[config.mk]
export PLATFORM = sky130hd
export DESIGN_NAME = sssr_top
export DESIGN_NICKNAME = d
export VERILOG_FILES = /design/src/hw/sssr_pkg.sv /design/src/hw/sssr_top.sv
export SDC_FILE = /design/constraint.sdc
export NUM_CORES = 1
export LEC_CHECK = 0
export ABC_AREA = 1
export BUFFER_PORTS_ARGS = -buffer_cell sky130_fd_sc_hd__buf_2
export CAP_MARGIN = 20
export CELL_PAD_IN_SITES_DETAIL_PLACEMENT = 1
export CELL_PAD_IN_SITES_GLOBAL_PLACEMENT = 1
export CORE_MARGIN = 5
export CORE_UTILIZATION = 45
export DETAILED_ROUTE_END_ITERATION = 6
export HOLD_SLACK_MARGIN = 0.05
export PLACE_DENSITY_LB_ADDON = 0.1
export SYNTH_ARGS = -nofsm -noshare
export SYNTH_HDL_FRONTEND = slang
export SYNTH_HIERARCHICAL = 1
export SYNTH_SLANG_ARGS = --single-unit
export TNS_END_PERCENT = 50
[constraint.sdc]
create_clock -name sys_clk -period 3.5 [get_ports sys_clk]
set_input_delay 0.7 -clock sys_clk [delete_from_list [all_inputs] [get_ports sys_clk]]
set_output_delay 0.7 -clock sys_clk [all_outputs]
set_load 0.05 [all_outputs]
[src/hw/sssr_pkg.sv]
// Function
// - rising shift clock moves register, loads data
// - strobe high: latch follows; low: holds
// - parallel outputs driven only when enabled
// - disabled: parallel outputs float, cascades run
// - early cascade shows last stage, rising edge
// - late cascade updates on falling edge only
package sssr_pkg;

   // ***************************************************
   // shape of the block
   // ***************************************************
   localparam int SSSR_STAGES = 8;
   localparam int SSSR_SYNC_LEN = 2;
   localparam int SSSR_FIFO_DEPTH = 16;
   localparam int SSSR_PIN_COUNT = 4;

   // ***************************************************
   // pin slots inside the synchroniser bank
   // ***************************************************
   localparam int SSSR_PIN_CLOCK = 0;
   localparam int SSSR_PIN_DATA = 1;
   localparam int SSSR_PIN_STROBE = 2;
   localparam int SSSR_PIN_DRIVE = 3;

   // ***************************************************
   // reset values
   // ***************************************************
   localparam logic [SSSR_STAGES-1:0] SSSR_SHIFT_RESET = 8'h00;
   localparam logic [SSSR_STAGES-1:0] SSSR_LATCH_RESET = 8'h00;
   localparam logic [SSSR_PIN_COUNT-1:0] SSSR_SYNC_RESET = 4'h0;
   localparam logic SSSR_BIT_RESET = 1'b0;

   // ***************************************************
   // timing
   // ***************************************************
   localparam int SSSR_SYS_PERIOD_NS = 8;
   // shortest legal shift clock half period, two samples each side
   localparam int SSSR_MIN_HALF_NS = 16;
   localparam int SSSR_MIN_HALF_CYCLES =
      (SSSR_MIN_HALF_NS + SSSR_SYS_PERIOD_NS - 1) / SSSR_SYS_PERIOD_NS;

endpackage

[src/hw/sssr_top.sv]
`timescale 1ns/1ps

// ***************************************************
// word buffer between the latch and the user stream
// ***************************************************
module sssr_fifo
#(
   parameter int WIDTH = sssr_pkg::SSSR_STAGES,
   parameter int DEPTH = sssr_pkg::SSSR_FIFO_DEPTH
)
(
   input wire logic sys_clk,
   input wire logic reset,
   input wire logic clk_en,
   input wire logic [WIDTH-1:0] in_data,
   input wire logic in_valid,
   output logic in_ready,
   output logic [WIDTH-1:0] out_data,
   output logic out_valid,
   input wire logic out_ready
);
   import sssr_pkg::*;

   localparam int AW = (DEPTH > 1) ? $clog2(DEPTH) : 1;
   localparam logic [AW:0] FULL_COUNT = (AW+1)'(DEPTH);
   localparam logic [AW-1:0] LAST_SLOT = AW'(DEPTH - 1);

   logic [WIDTH-1:0] mem [DEPTH];
   logic [AW-1:0] wr_ptr;
   logic [AW-1:0] rd_ptr;
   logic [AW:0] fill;
   logic push;
   logic pop;

   // handshakes from the fill level, no look-ahead
   assign in_ready = (fill != FULL_COUNT);
   assign out_valid = (fill != '0);
   assign push = clk_en && in_valid && in_ready;
   assign pop = clk_en && out_valid && out_ready;
   assign out_data = mem[rd_ptr];

   // storage, written only on an accepted push
   always_ff @(posedge sys_clk)
   begin
      if (push)
      begin
         mem[wr_ptr] <= in_data;
      end
   end

   // write pointer wraps at the configured depth
   always_ff @(posedge sys_clk)
   begin
      if (reset)
      begin
         wr_ptr <= '0;
      end
      else if (push)
      begin
         wr_ptr <= (wr_ptr == LAST_SLOT) ? '0 : wr_ptr + 1'b1;
      end
   end

   // read pointer wraps the same way
   always_ff @(posedge sys_clk)
   begin
      if (reset)
      begin
         rd_ptr <= '0;
      end
      else if (pop)
      begin
         rd_ptr <= (rd_ptr == LAST_SLOT) ? '0 : rd_ptr + 1'b1;
      end
   end

   // fill level; simultaneous push and pop leaves it alone
   always_ff @(posedge sys_clk)
   begin
      if (reset)
      begin
         fill <= '0;
      end
      else if (push && !pop)
      begin
         fill <= fill + 1'b1;
      end
      else if (pop && !push)
      begin
         fill <= fill - 1'b1;
      end
   end

endmodule

// ***************************************************
// serial shift and store register, sampled in sys_clk
// ***************************************************
module sssr_top
#(
   parameter int STAGES = sssr_pkg::SSSR_STAGES,
   parameter int FIFO_DEPTH = sssr_pkg::SSSR_FIFO_DEPTH
)
(
   input wire logic sys_clk,
   input wire logic reset,
   input wire logic clk_en,
   input wire logic shift_clock,
   input wire logic serial_data_in,
   input wire logic latch_strobe,
   input wire logic drive_enable,
   output logic [STAGES-1:0] parallel_out,
   output logic [STAGES-1:0] parallel_out_oe,
   output logic last_parallel_out,
   output logic last_parallel_out_oe,
   output logic early_cascade_out,
   output logic late_cascade_out,
   output logic [STAGES-1:0] word_data,
   output logic word_valid,
   input wire logic word_ready,
   output logic capture_ready,
   output logic word_dropped
);
   import sssr_pkg::*;

   // ***************************************************
   // pin synchronisers
   // ***************************************************
   logic [SSSR_PIN_COUNT-1:0] pin_raw;
   logic [SSSR_PIN_COUNT-1:0] pin_meta;
   logic [SSSR_PIN_COUNT-1:0] pin_sync;
   logic clock_prev;
   logic strobe_prev;
   logic rise;
   logic fall;
   logic strobe_fall;
   logic data_bit;
   logic strobe_on;
   logic drive_on;

   assign pin_raw[SSSR_PIN_CLOCK] = shift_clock;
   assign pin_raw[SSSR_PIN_DATA] = serial_data_in;
   assign pin_raw[SSSR_PIN_STROBE] = latch_strobe;
   assign pin_raw[SSSR_PIN_DRIVE] = drive_enable;

   // two flops per pin; the meta stage feeds only the second
   // flop, and data rides the same delay as the clock so the
   // bit seen at a rising edge is the one set up before it
   always_ff @(posedge sys_clk)
   begin
      if (reset)
      begin
         pin_meta <= SSSR_SYNC_RESET;
         pin_sync <= SSSR_SYNC_RESET;
      end
      else if (clk_en)
      begin
         pin_meta <= pin_raw;
         pin_sync <= pin_meta;
      end
   end

   // previous synced levels for edge detection
   always_ff @(posedge sys_clk)
   begin
      if (reset)
      begin
         clock_prev <= SSSR_BIT_RESET;
         strobe_prev <= SSSR_BIT_RESET;
      end
      else if (clk_en)
      begin
         clock_prev <= pin_sync[SSSR_PIN_CLOCK];
         strobe_prev <= pin_sync[SSSR_PIN_STROBE];
      end
   end

   // edges of the synced pins, gated by the enable
   assign data_bit = pin_sync[SSSR_PIN_DATA];
   assign strobe_on = pin_sync[SSSR_PIN_STROBE];
   assign drive_on = pin_sync[SSSR_PIN_DRIVE];
   assign rise = clk_en && pin_sync[SSSR_PIN_CLOCK] && !clock_prev;
   assign fall = clk_en && !pin_sync[SSSR_PIN_CLOCK] && clock_prev;
   assign strobe_fall = clk_en && !strobe_on && strobe_prev;

   // ***************************************************
   // shift register and storage latch
   // ***************************************************
   logic [STAGES-1:0] shift_reg;
   logic [STAGES-1:0] latch;
   logic [STAGES-1:0] next_shift;
   logic late_bit;

   // stage zero takes the data pin, the rest move up by one
   assign next_shift = {shift_reg[STAGES-2:0], data_bit};

   // a move only on a shift clock rising edge
   always_ff @(posedge sys_clk)
   begin
      if (reset)
      begin
         shift_reg <= SSSR_SHIFT_RESET;
      end
      else if (rise)
      begin
         shift_reg <= next_shift;
      end
   end

   // transparent while strobe is high; takes the fresh shift
   // value on the very edge so a high strobe adds no lag
   always_ff @(posedge sys_clk)
   begin
      if (reset)
      begin
         latch <= SSSR_LATCH_RESET;
      end
      else if (clk_en && strobe_on)
      begin
         latch <= rise ? next_shift : shift_reg;
      end
   end

   // late cascade moves only on a falling shift clock edge
   always_ff @(posedge sys_clk)
   begin
      if (reset)
      begin
         late_bit <= SSSR_BIT_RESET;
      end
      else if (fall)
      begin
         late_bit <= shift_reg[STAGES-1];
      end
   end

   // ***************************************************
   // pin drivers
   // ***************************************************
   logic drive_q;

   // enable registered with the data so both change together
   always_ff @(posedge sys_clk)
   begin
      if (reset)
      begin
         drive_q <= SSSR_BIT_RESET;
      end
      else if (clk_en)
      begin
         drive_q <= drive_on;
      end
   end

   // one driver enable per parallel bit; strobe and data
   // never reach the enables, so a low enable always floats
   genvar gi;
   generate
      for (gi = 0; gi < STAGES; gi++)
      begin : g_par
         assign parallel_out[gi] = latch[gi];
         assign parallel_out_oe[gi] = drive_q;
      end
   endgenerate

   assign last_parallel_out = latch[STAGES-1];
   assign last_parallel_out_oe = drive_q;
   // cascade taps ignore the enable, so chains keep running
   assign early_cascade_out = shift_reg[STAGES-1];
   assign late_cascade_out = late_bit;

   // ***************************************************
   // word stream of completed latch loads
   // ***************************************************
   logic push_ready;
   logic dropped;

   // one word per strobe pulse, taken as the strobe closes; a
   // controller that keeps strobe low while shifting gets
   // exactly one word per byte
   sssr_fifo #(
      .WIDTH(STAGES),
      .DEPTH(FIFO_DEPTH)
   ) u_fifo (
      .sys_clk(sys_clk),
      .reset(reset),
      .clk_en(clk_en),
      .in_data(latch),
      .in_valid(strobe_fall),
      .in_ready(push_ready),
      .out_data(word_data),
      .out_valid(word_valid),
      .out_ready(word_ready)
   );

   // the pins cannot be stalled, so a full buffer loses the
   // word; sticky flag, cleared only by reset
   always_ff @(posedge sys_clk)
   begin
      if (reset)
      begin
         dropped <= SSSR_BIT_RESET;
      end
      else if (strobe_fall && !push_ready)
      begin
         dropped <= 1'b1;
      end
   end

   assign capture_ready = push_ready;
   assign word_dropped = dropped;

endmodule

Word level (Yosys, flattened, before mapping)
Memory sizes are Yosys's and may differ from the RTL's. A register that Yosys moved wholly into a read port is not among the register bits.
Cells that the tools add are included.
{"block": "word_totals", "n_memories": 1, "out_inout_bits": 31, "latch_bits": 0, "register_bits": 42, "ram_bits": 128, "mem_bits_ro": 0}
{"block": "classes", "n_div": 0, "n_shift": 0, "multipliers": 0, "muxes": 9, "n_reduce_logical": 22, "eq_ne": 3, "n_bitwise": 0, "order_cmp": 0, "add_sub_neg": 4}
{"memory": "u_fifo.mem", "depth": 16, "word_bits": 8, "read_ports": 1, "rd_clocked_by_memory_dff": 1, "write_ports": 1, "line_no": "sssr_top.sv:28", "text": "logic [WIDTH-1:0] mem [DEPTH];"}
{"cell": "$mux W4", "n": 4}
{"cell": "$logic_and A1 B1 Y1", "n": 14}
{"cell": "$mux W5", "n": 2}
{"cell": "$add A4 B1 Y4 const B", "n": 2}
{"cell": "$eq A4 B4 Y1 const B", "n": 2}
{"cell": "$mux W8", "n": 1}
{"cell": "$logic_not A1 Y1", "n": 6}
{"cell": "$add A5 B1 Y5 const B", "n": 1}
{"cell": "$ne A5 B5 Y1 const B", "n": 1}
{"cell": "$reduce_bool A5 Y1", "n": 1}
{"cell": "$sub A5 B1 Y5 const B", "n": 1}
{"cell": "$mux W1", "n": 2}
{"cell": "$reduce_bool A2 Y1", "n": 1}

Depth between registers and ports, before layout
Gate-level depths: netlist of the first run.
{"block": "depth", "ltp_word": 9, "depth_mapped": 16, "depth_no_buf": 16}

Cells and area by module
Netlist of the first run, hierarchy kept.
{"module": "sssr_fifo", "seq_area_each_um2": 4184.0, "cells_per_inst": 625, "area_each_um2": 6301.0, "instances": 1}
{"module": "sssr_top", "seq_area_each_um2": 580.6, "cells_per_inst": 156, "area_each_um2": 1238.7, "instances": 1}

Worst setup path after synthesis of the first run
No wires, ideal clock.
{"block": "synth_timing", "path_kind": "input -> register", "from": "input clk_en", "to": "register u_fifo.fill[3]", "arrival_time_ns": 2.504, "path_buffers": 1, "required_ns": 3.385, "stages": 14, "path_slack_ns": 0.881, "path_cell_list": "clkbuf_2 and3_1 nand2_1 inv_1 nand2_2 inv_2 ha_1 inv_1 ha_1 or2_2 nand3_1 nand2_1 o21ai_0 inv_1"}
{"block": "synth_between", "elab_chain_cells": 7, "word_cells_on_any_way": 12, "classes_between": "mux: 1; reduce/logical: 11"}
{"element": "start, declared", "line_no": "sssr_top.sv:107", "text": "input wire logic clk_en,"}
{"element": "$logic_and A1 B1 Y1 * (2 in a row)", "line_no": "sssr_top.sv:184", "text": "assign strobe_fall = clk_en && !strobe_on && strobe_prev;"}
{"element": "via strobe_fall", "line_no": "sssr_top.sv:136", "text": "logic strobe_fall;"}
{"element": "$logic_and A1 B1 Y1 * (2 in a row)", "line_no": "sssr_top.sv:38", "text": "assign push = clk_en && in_valid && in_ready;"}
{"element": "via u_fifo.push", "line_no": "sssr_top.sv:32", "text": "logic push;"}
{"element": "$logic_not A1 Y1", "line_no": "sssr_top.sv:88", "text": "else if (pop && !push)"}
{"element": "$logic_and A1 B1 Y1", "line_no": "sssr_top.sv:88"}
{"element": "$reduce_bool A2 Y1 (no source line)"}
{"element": "end signal, assigned", "line_no": "sssr_top.sv:86", "text": "fill <= fill + 1'b1;"}
{"element": "end signal, assigned", "line_no": "sssr_top.sv:90", "text": "fill <= fill - 1'b1;"}
{"element": "end, declared", "line_no": "sssr_top.sv:31", "text": "logic [AW:0] fill;"}
Mark *: on every way through the listed nets, which the timed path passes. The rest lies on a longest branch.
A chain may end at the register's enable or synchronous reset.

==> results of run 1 <==
cells in the final DEF (no fill, tap or decap), types with 17 or more instances in the layout:
cell type | Yosys | layout
dfxtp_1 | 46 | 45
nand3_1 | 85 | 85
edfxtp_1 | 128 | 128
o21ai_0 | 24 | 24
inv_1 | 65 | 65
nor2_1 | 75 | 75
buf_2 | 12 | 38
clkbuf_16 | 0 | 17
a21oi_1 | 19 | 19
nand2_1 | 249 | 249
through the flow:
| step | setup WS (ns) | power, mW |
|---|---|---|
| 2_1_floorplan | 0.881 | 2.84 |
| 3_3_place_gp | 0.800 | 2.97 |
| 3_5_place_dp | 0.741 | 2.99 |
| 4_1_cts | 0.427 | 5.04 |
| 5_1_grt | 0.221 | 5.21 |
| 6_report | 0.442 | 4.99 |
how the worst min path moves through the flow:
stage / to / startpoint / slack (ns)
2_1_floorplan: pin_sync[3] / pin_meta[3] / 0.45
3_3_place_gp: word_dropped / word_dropped / 0.45
3_5_place_dp: word_dropped / word_dropped / 0.46
4_1_cts: word_dropped / word_dropped / 0.47
5_1_grt: pin_meta[0] / shift_clock / 0.48
6_report: word_dropped / word_dropped / 0.47
worst max-delay path, cell delays in order, from the launching register on:
cell and delay (ns):
dfxtp_2 0.33, buf_4 0.58, nor2_1 0.13, nor2_1 0.13, o21ai_0 0.10, nand3_1 0.10, nand3_1 0.15, nand2_1 0.12
buf_2 0.27
cell families (layout without fill, tap and decap cells):
kind of cell    count (synthesis)  count (layout)
compound gates                 46              46
xor+xnor                        4               4
fa+ha+maj                      10              10
buf+inv                       114             153
flops                         174             174
simple gates                  433             433
power breakdown:
| part | internal, mW | leakage (nW) | switching [mW] |
|---|---|---|---|
| Sequential | 2.24 | 1.57 | 0.0299 |
| Clock | 1.27 | 0.311 | 0.778 |
| Combinational | 0.172 | 1.68 | 0.498 |
per-layer routing:
metal	wire length [um]	GRT usage	vias to the layer above
met5	0	0	-
met4	282	0.0602	0
met3	719	0.0460	27
met2	9680	0.349	97
met1	8040	0.240	2631
li1	-	-	2605
layout make-up:
cell class              instances  share of cell area
repair buffers                 50              0.0332
well taps                     220              0.0326
clock inverters                14              0.0255
clock buffers                  18              0.0508
multi-input cells             493               0.261
inverters                      71              0.0324
flip-flops and latches        174               0.564
==> run_results.csv, run 1 <==
group,metric,value,unit
setup_path,crit_end,"word_data[1]",
synth,synthArstFlopShare,0,
route,wire_per_inst,18.0,um
placed_design,dp_hpwl,12000,um
timing,fin_crit,3.06,ns
finish,multiInputGateArea,2210,um^2
placed_design,place.gp.congestion,0.824,
clocking,cts_resized,0,
finish,drive_above_1_share,0.121,
timing,finalSetupViolCount,0,
setup_path,cp.required,2.80,ns
route,postRouteAntennaNets,0,
finish,area_delta_synth_final,12.0,%
setup_path,worstSetupStartpointType,"register",
setup_path,endpoint_kind,"output pin",
setup_path,reg2reg_slack,1.08,ns
global_routing,gr-total-overflow,0,
run_status,status,"finished clean",
synth,ys_seq_area_frac,0.632,
die,fp-row-count,47,
synth,synth_seq_cells,174,
synth,synthFlopType,"edfxtp_1",
route,routed_wl,18700,um
synth,synthAdderAreaFrac,0.0176,
timing,holdWs,0.468,ns
placed_design,dp.cells,1008,
route,drc,0,
die,core,16500,um^2
clocking,holdBufCountCts,0,
finish,layout.nets,825,
clocking,clock-sinks,174,
global_routing,grt_pass1_vias,5680,
clocking,cts_root_buf,"clkbuf_16",
synth,synth_area,7540,um^2
synth,netlist.area_leader.share,0.510,
global_routing,grt_usage,0.197,
timing,final_hold_viol_count,0,
finish,instances_no_fill,1040,
placed_design,portBuffers,38,
finish,largest_register_ff_count,128,
finish,seqCellArea,4770,um^2
finish,fin_util,0.511,
setup_path,rr_startpoint,"u_fifo/fill[0]",
timing,fin_crit_sh,0.874,
setup_path,crit_fanout,66,
route,firstDrtPassIters,4,
synth,synth_xor_area_frac,0.00465,
global_routing,grt_pass1_wl,29900,um
finish,antenna_cells,0,
finish,final_cell_area,8450,um^2
synth,synthMuxAreaShare,0,
route,first_iter_violations,302,
setup_path,r2r_end,"u_fifo/fill[3]",
die,ios,39,
global_routing,grt_max_degree,67,
synth,yosys_warnings,6,
route,dr_total_vias,5360,
setup_path,critPathKind,"reg2out",
synth,synth_simple_gate_area_frac,0.239,
timing,rsz0062_at_grt,"false",
synth,synthesis.nets,799,
power,ir_worst_vdd,0.000330,V
clocking,cts.clk_slew.worst_paths,0.06,ns
die,die_y,139,um
synth,avgSynthCellArea,9.65,um^2
timing,fmax,327,MHz
placed_design,place_area,7800,um^2
timing,finalMaxSlewViolations,0,
worst_hold_path,hp-class,"reg2reg",
setup_path,arrival,2.36,ns
clocking,post_cts_buffers,0,
finish,fillCellCount,1882,
die,dieArea,19400,um^2
die,die_w,139,um
synth,synth_most_common_cell,"nand2_1",
synth,synth_edf_count,128,
clocking,worst_skew_pair.late_latency,0.43,ns
synth,synth_compound_area_frac,0.0317,
die,start_util,0.456,
power,p_per_area,590,nW/um^2
synth,netlist_top_cells_area,"edfxtp_1, nand2_1, dfxtp_1, nand3_1, nor2_1",
clocking,cts_made_buffers,17,
timing,worst_pin_slew,0.823,ns
synth,yosys.area.top_type,"edfxtp_1",
timing,relSlewSlack,0.449,
timing,finalSetupTns,0,ns
global_routing,antenna_found_initial,0,
synth,synth_top_family_by_area,"simple AND/OR/NAND/NOR gates",
clocking,tritoncts,"yes",
route,viasPerCell,5.15,
synth,yosysUniqueCellTypes,33,
power,cellLeakagePower,3.57,nW
timing,finClkSkew,0.00852,ns
clocking,h-tree-depth,4,
synth,synthTopCellsByCount,"nand2_1, edfxtp_1, nand3_1",
clocking,clock_path_buffers,2,
synth,synth_cells,781,
setup_path,ff2ff_path_depth,12,
run,max_cap_viol_count,0,
worst_hold_path,holdPathStages,2,
No activity file was read; power rests on OpenSTA's default activity.
==> inputs of run 2 (changes only) <==
--- a/config.mk
+++ b/config.mk
@@ -12,6 +12,7 @@
 export CELL_PAD_IN_SITES_GLOBAL_PLACEMENT = 1
 export CORE_MARGIN = 5
 export CORE_UTILIZATION = 45
+export CTS_BUF_LIST = sky130_fd_sc_hd__clkbuf_8
 export DETAILED_ROUTE_END_ITERATION = 6
 export HOLD_SLACK_MARGIN = 0.05
 export PLACE_DENSITY_LB_ADDON = 0.1
==> run_results.csv, run 2 (synthesis gave the netlist of run 1 again) <==
group,metric,value,unit
global_routing,grt_pass1_wl,29600,um
timing,finClkSkew,0.0117,ns
setup_path,crit_end,"word_data[1]",
clocking,h-tree-depth,4,
global_routing,gr-total-overflow,0,
setup_path,path_buf_inv,2,
placed_design,dp_hpwl,12000,um
route,wl_met3,697,um
timing,finalSetupTns,0,ns
clocking,clock_path_buffers,2,
route,wl_met2,9550,um
route,dr_total_vias,5357,
global_routing,grt_pass1_vias,5635,
placed_design,place.gp.congestion,0.824,
setup_path,worstSetupStartpointType,"register",
power,p_per_area,547,nW/um^2
finish,layout_common_cells,"nand2_1, edfxtp_1, nand3_1",
clocking,holdBufCountCts,0,
route,routed_wl,18500,um
timing,final_hold_viol_count,0,
global_routing,grt_max_degree,67,
placed_design,portBuffers,38,
worst_hold_path,hp-class,"in2reg",
clocking,tritoncts,"yes",
timing,rsz0062_at_grt,"false",
worst_hold_path,min-delay-start,"shift_clock",
finish,instances_no_fill,1040,
die,core,16500,um^2
clocking,worst_skew_pair.late_latency,0.46,ns
route,firstDrtPassIters,5,
timing,finalMaxSlewViolations,0,
timing,fin_crit_sh,0.874,
setup_path,critPathTopFamily,"buffers and inverters",
finish,fin_util,0.500,
finish,largest_register_ff_count,128,
clocking,clock-sinks,174,
die,start_util,0.456,
finish,area_delta_synth_final,9.51,%
route,highest_layer,"met4",
clocking,cts_made_buffers,17,
setup_path,r2r_end,"u_fifo/fill[3]",
timing,fmax,327,MHz
run_status,status,"finished clean",
placed_design,dp.cells,1008,
timing,worst_pin_slew,0.826,ns
setup_path,slowest_delay,0.57,ns
timing,relSlewSlack,0.447,
route,viasPerCell,5.15,
setup_path,crit_fanout,66,
setup_path,endpoint_kind,"output pin",
die,dieArea,19400,um^2
setup_path,cp.required,2.80,ns
route,first_iter_violations,262,
global_routing,grt_usage,0.195,
timing,fin_crit,3.06,ns
die,die_w,139,um
finish,drive_above_1_share,0.121,
clocking,cts.clk_slew.worst_paths,0.09,ns
route,postRouteAntennaNets,0,
die,fp-row-count,47,
setup_path,cp_num_cells,8,
setup_path,ff2ff_path_depth,12,
finish,final_common_cell,"nand2_1",
route,drc,0,
finish,antenna_cells,0,
clocking,cts_root_buf,"clkbuf_8",
timing,finalSetupViolCount,0,
finish,fillCellCount,1905,
route,wire_per_inst,17.8,um
run,max_cap_viol_count,0,
clocking,post_cts_buffers,0,
power,finalPower,4.51,mW
setup_path,reg2reg_slack,1.07,ns
clocking,cts_resized,0,
die,die_y,139,um
setup_path,critPathKind,"reg2out",
finish,layout.nets,825,
die,ios,39,
route,met1_length,8030,um
setup_path,rr_startpoint,"u_fifo/fill[0]",
power,ir_worst_vdd,0.000323,V
setup_path,arrival,2.36,ns
setup_path,path_cells,"buf_4, nor2_1, nor2_1, o21ai_0, nand3_1, nand3_1, nand2_1, buf_2",
setup_path,slowest_stage,"buf_4",
global_routing,antenna_found_initial,0,
power,cellLeakagePower,3.49,nW
==> run 2: cell count changes in the layout (fill, tap and decap cells not counted), sizes merged <==
cell,previous run,this run
inv,73,74
clkbuf,18,17
==> run 2: report_power, final <==
part | switching [mW] | internal (mW)
registers | 0.0302 | 2.24
clock network | 0.728 | 0.849
logic | 0.497 | 0.172
==> run 2: worst min-delay path by stage <==
stage                   endpoint  slack (ns)  depth (start not counted)
floorplan            pin_sync[3]        0.45                          2
global placement    word_dropped        0.45                          2
detailed placement  word_dropped        0.46                          2
CTS                  pin_meta[0]        0.43                          3
global route         pin_meta[0]        0.43                          3
finish               pin_meta[0]        0.46                          3
==> run 2: worst register-to-register path: stages (launching register included) <==
cell and delay (ns):
dfxtp_1 0.38, nor2_1 0.20, nand3_1 0.19, nand2_2 0.16, inv_2 0.09, ha_1 0.23
inv_1 0.14, ha_1 0.28, or2_2 0.32, nand3_1 0.08, nand2_1 0.04, o21ai_0 0.15
inv_1 0.06
==> run 2: layout make-up <==
| class | count | area (um^2) | area share |
|---|---|---|---|
| repair buffers | 50 | 280 | 0.0339 |
| flip-flops and latches | 174 | 4770 | 0.577 |
| clock buffers | 17 | 234 | 0.0283 |
| well taps | 220 | 275 | 0.0333 |
| inverters | 71 | 274 | 0.0332 |
| clock inverters | 15 | 219 | 0.0265 |
| multi-input cells | 493 | 2210 | 0.267 |
==> run 2: through the flow <==
stage	hold WS, ns	area, um^2	setup WS, ns
floorplan	0.449	7540	0.881
global route	0.431	8260	0.202
finish	0.459	8260	0.441
global placement	0.446	7800	0.800
CTS	0.433	8260	0.370
detailed placement	0.458	7800	0.741
==> run 2: per-layer routing <==
layer,global-route usage,up-vias
met5,0,-
met4,0.0572,0
met3,0.0381,14
met2,0.347,104
met1,0.240,2640
li1,-,2599
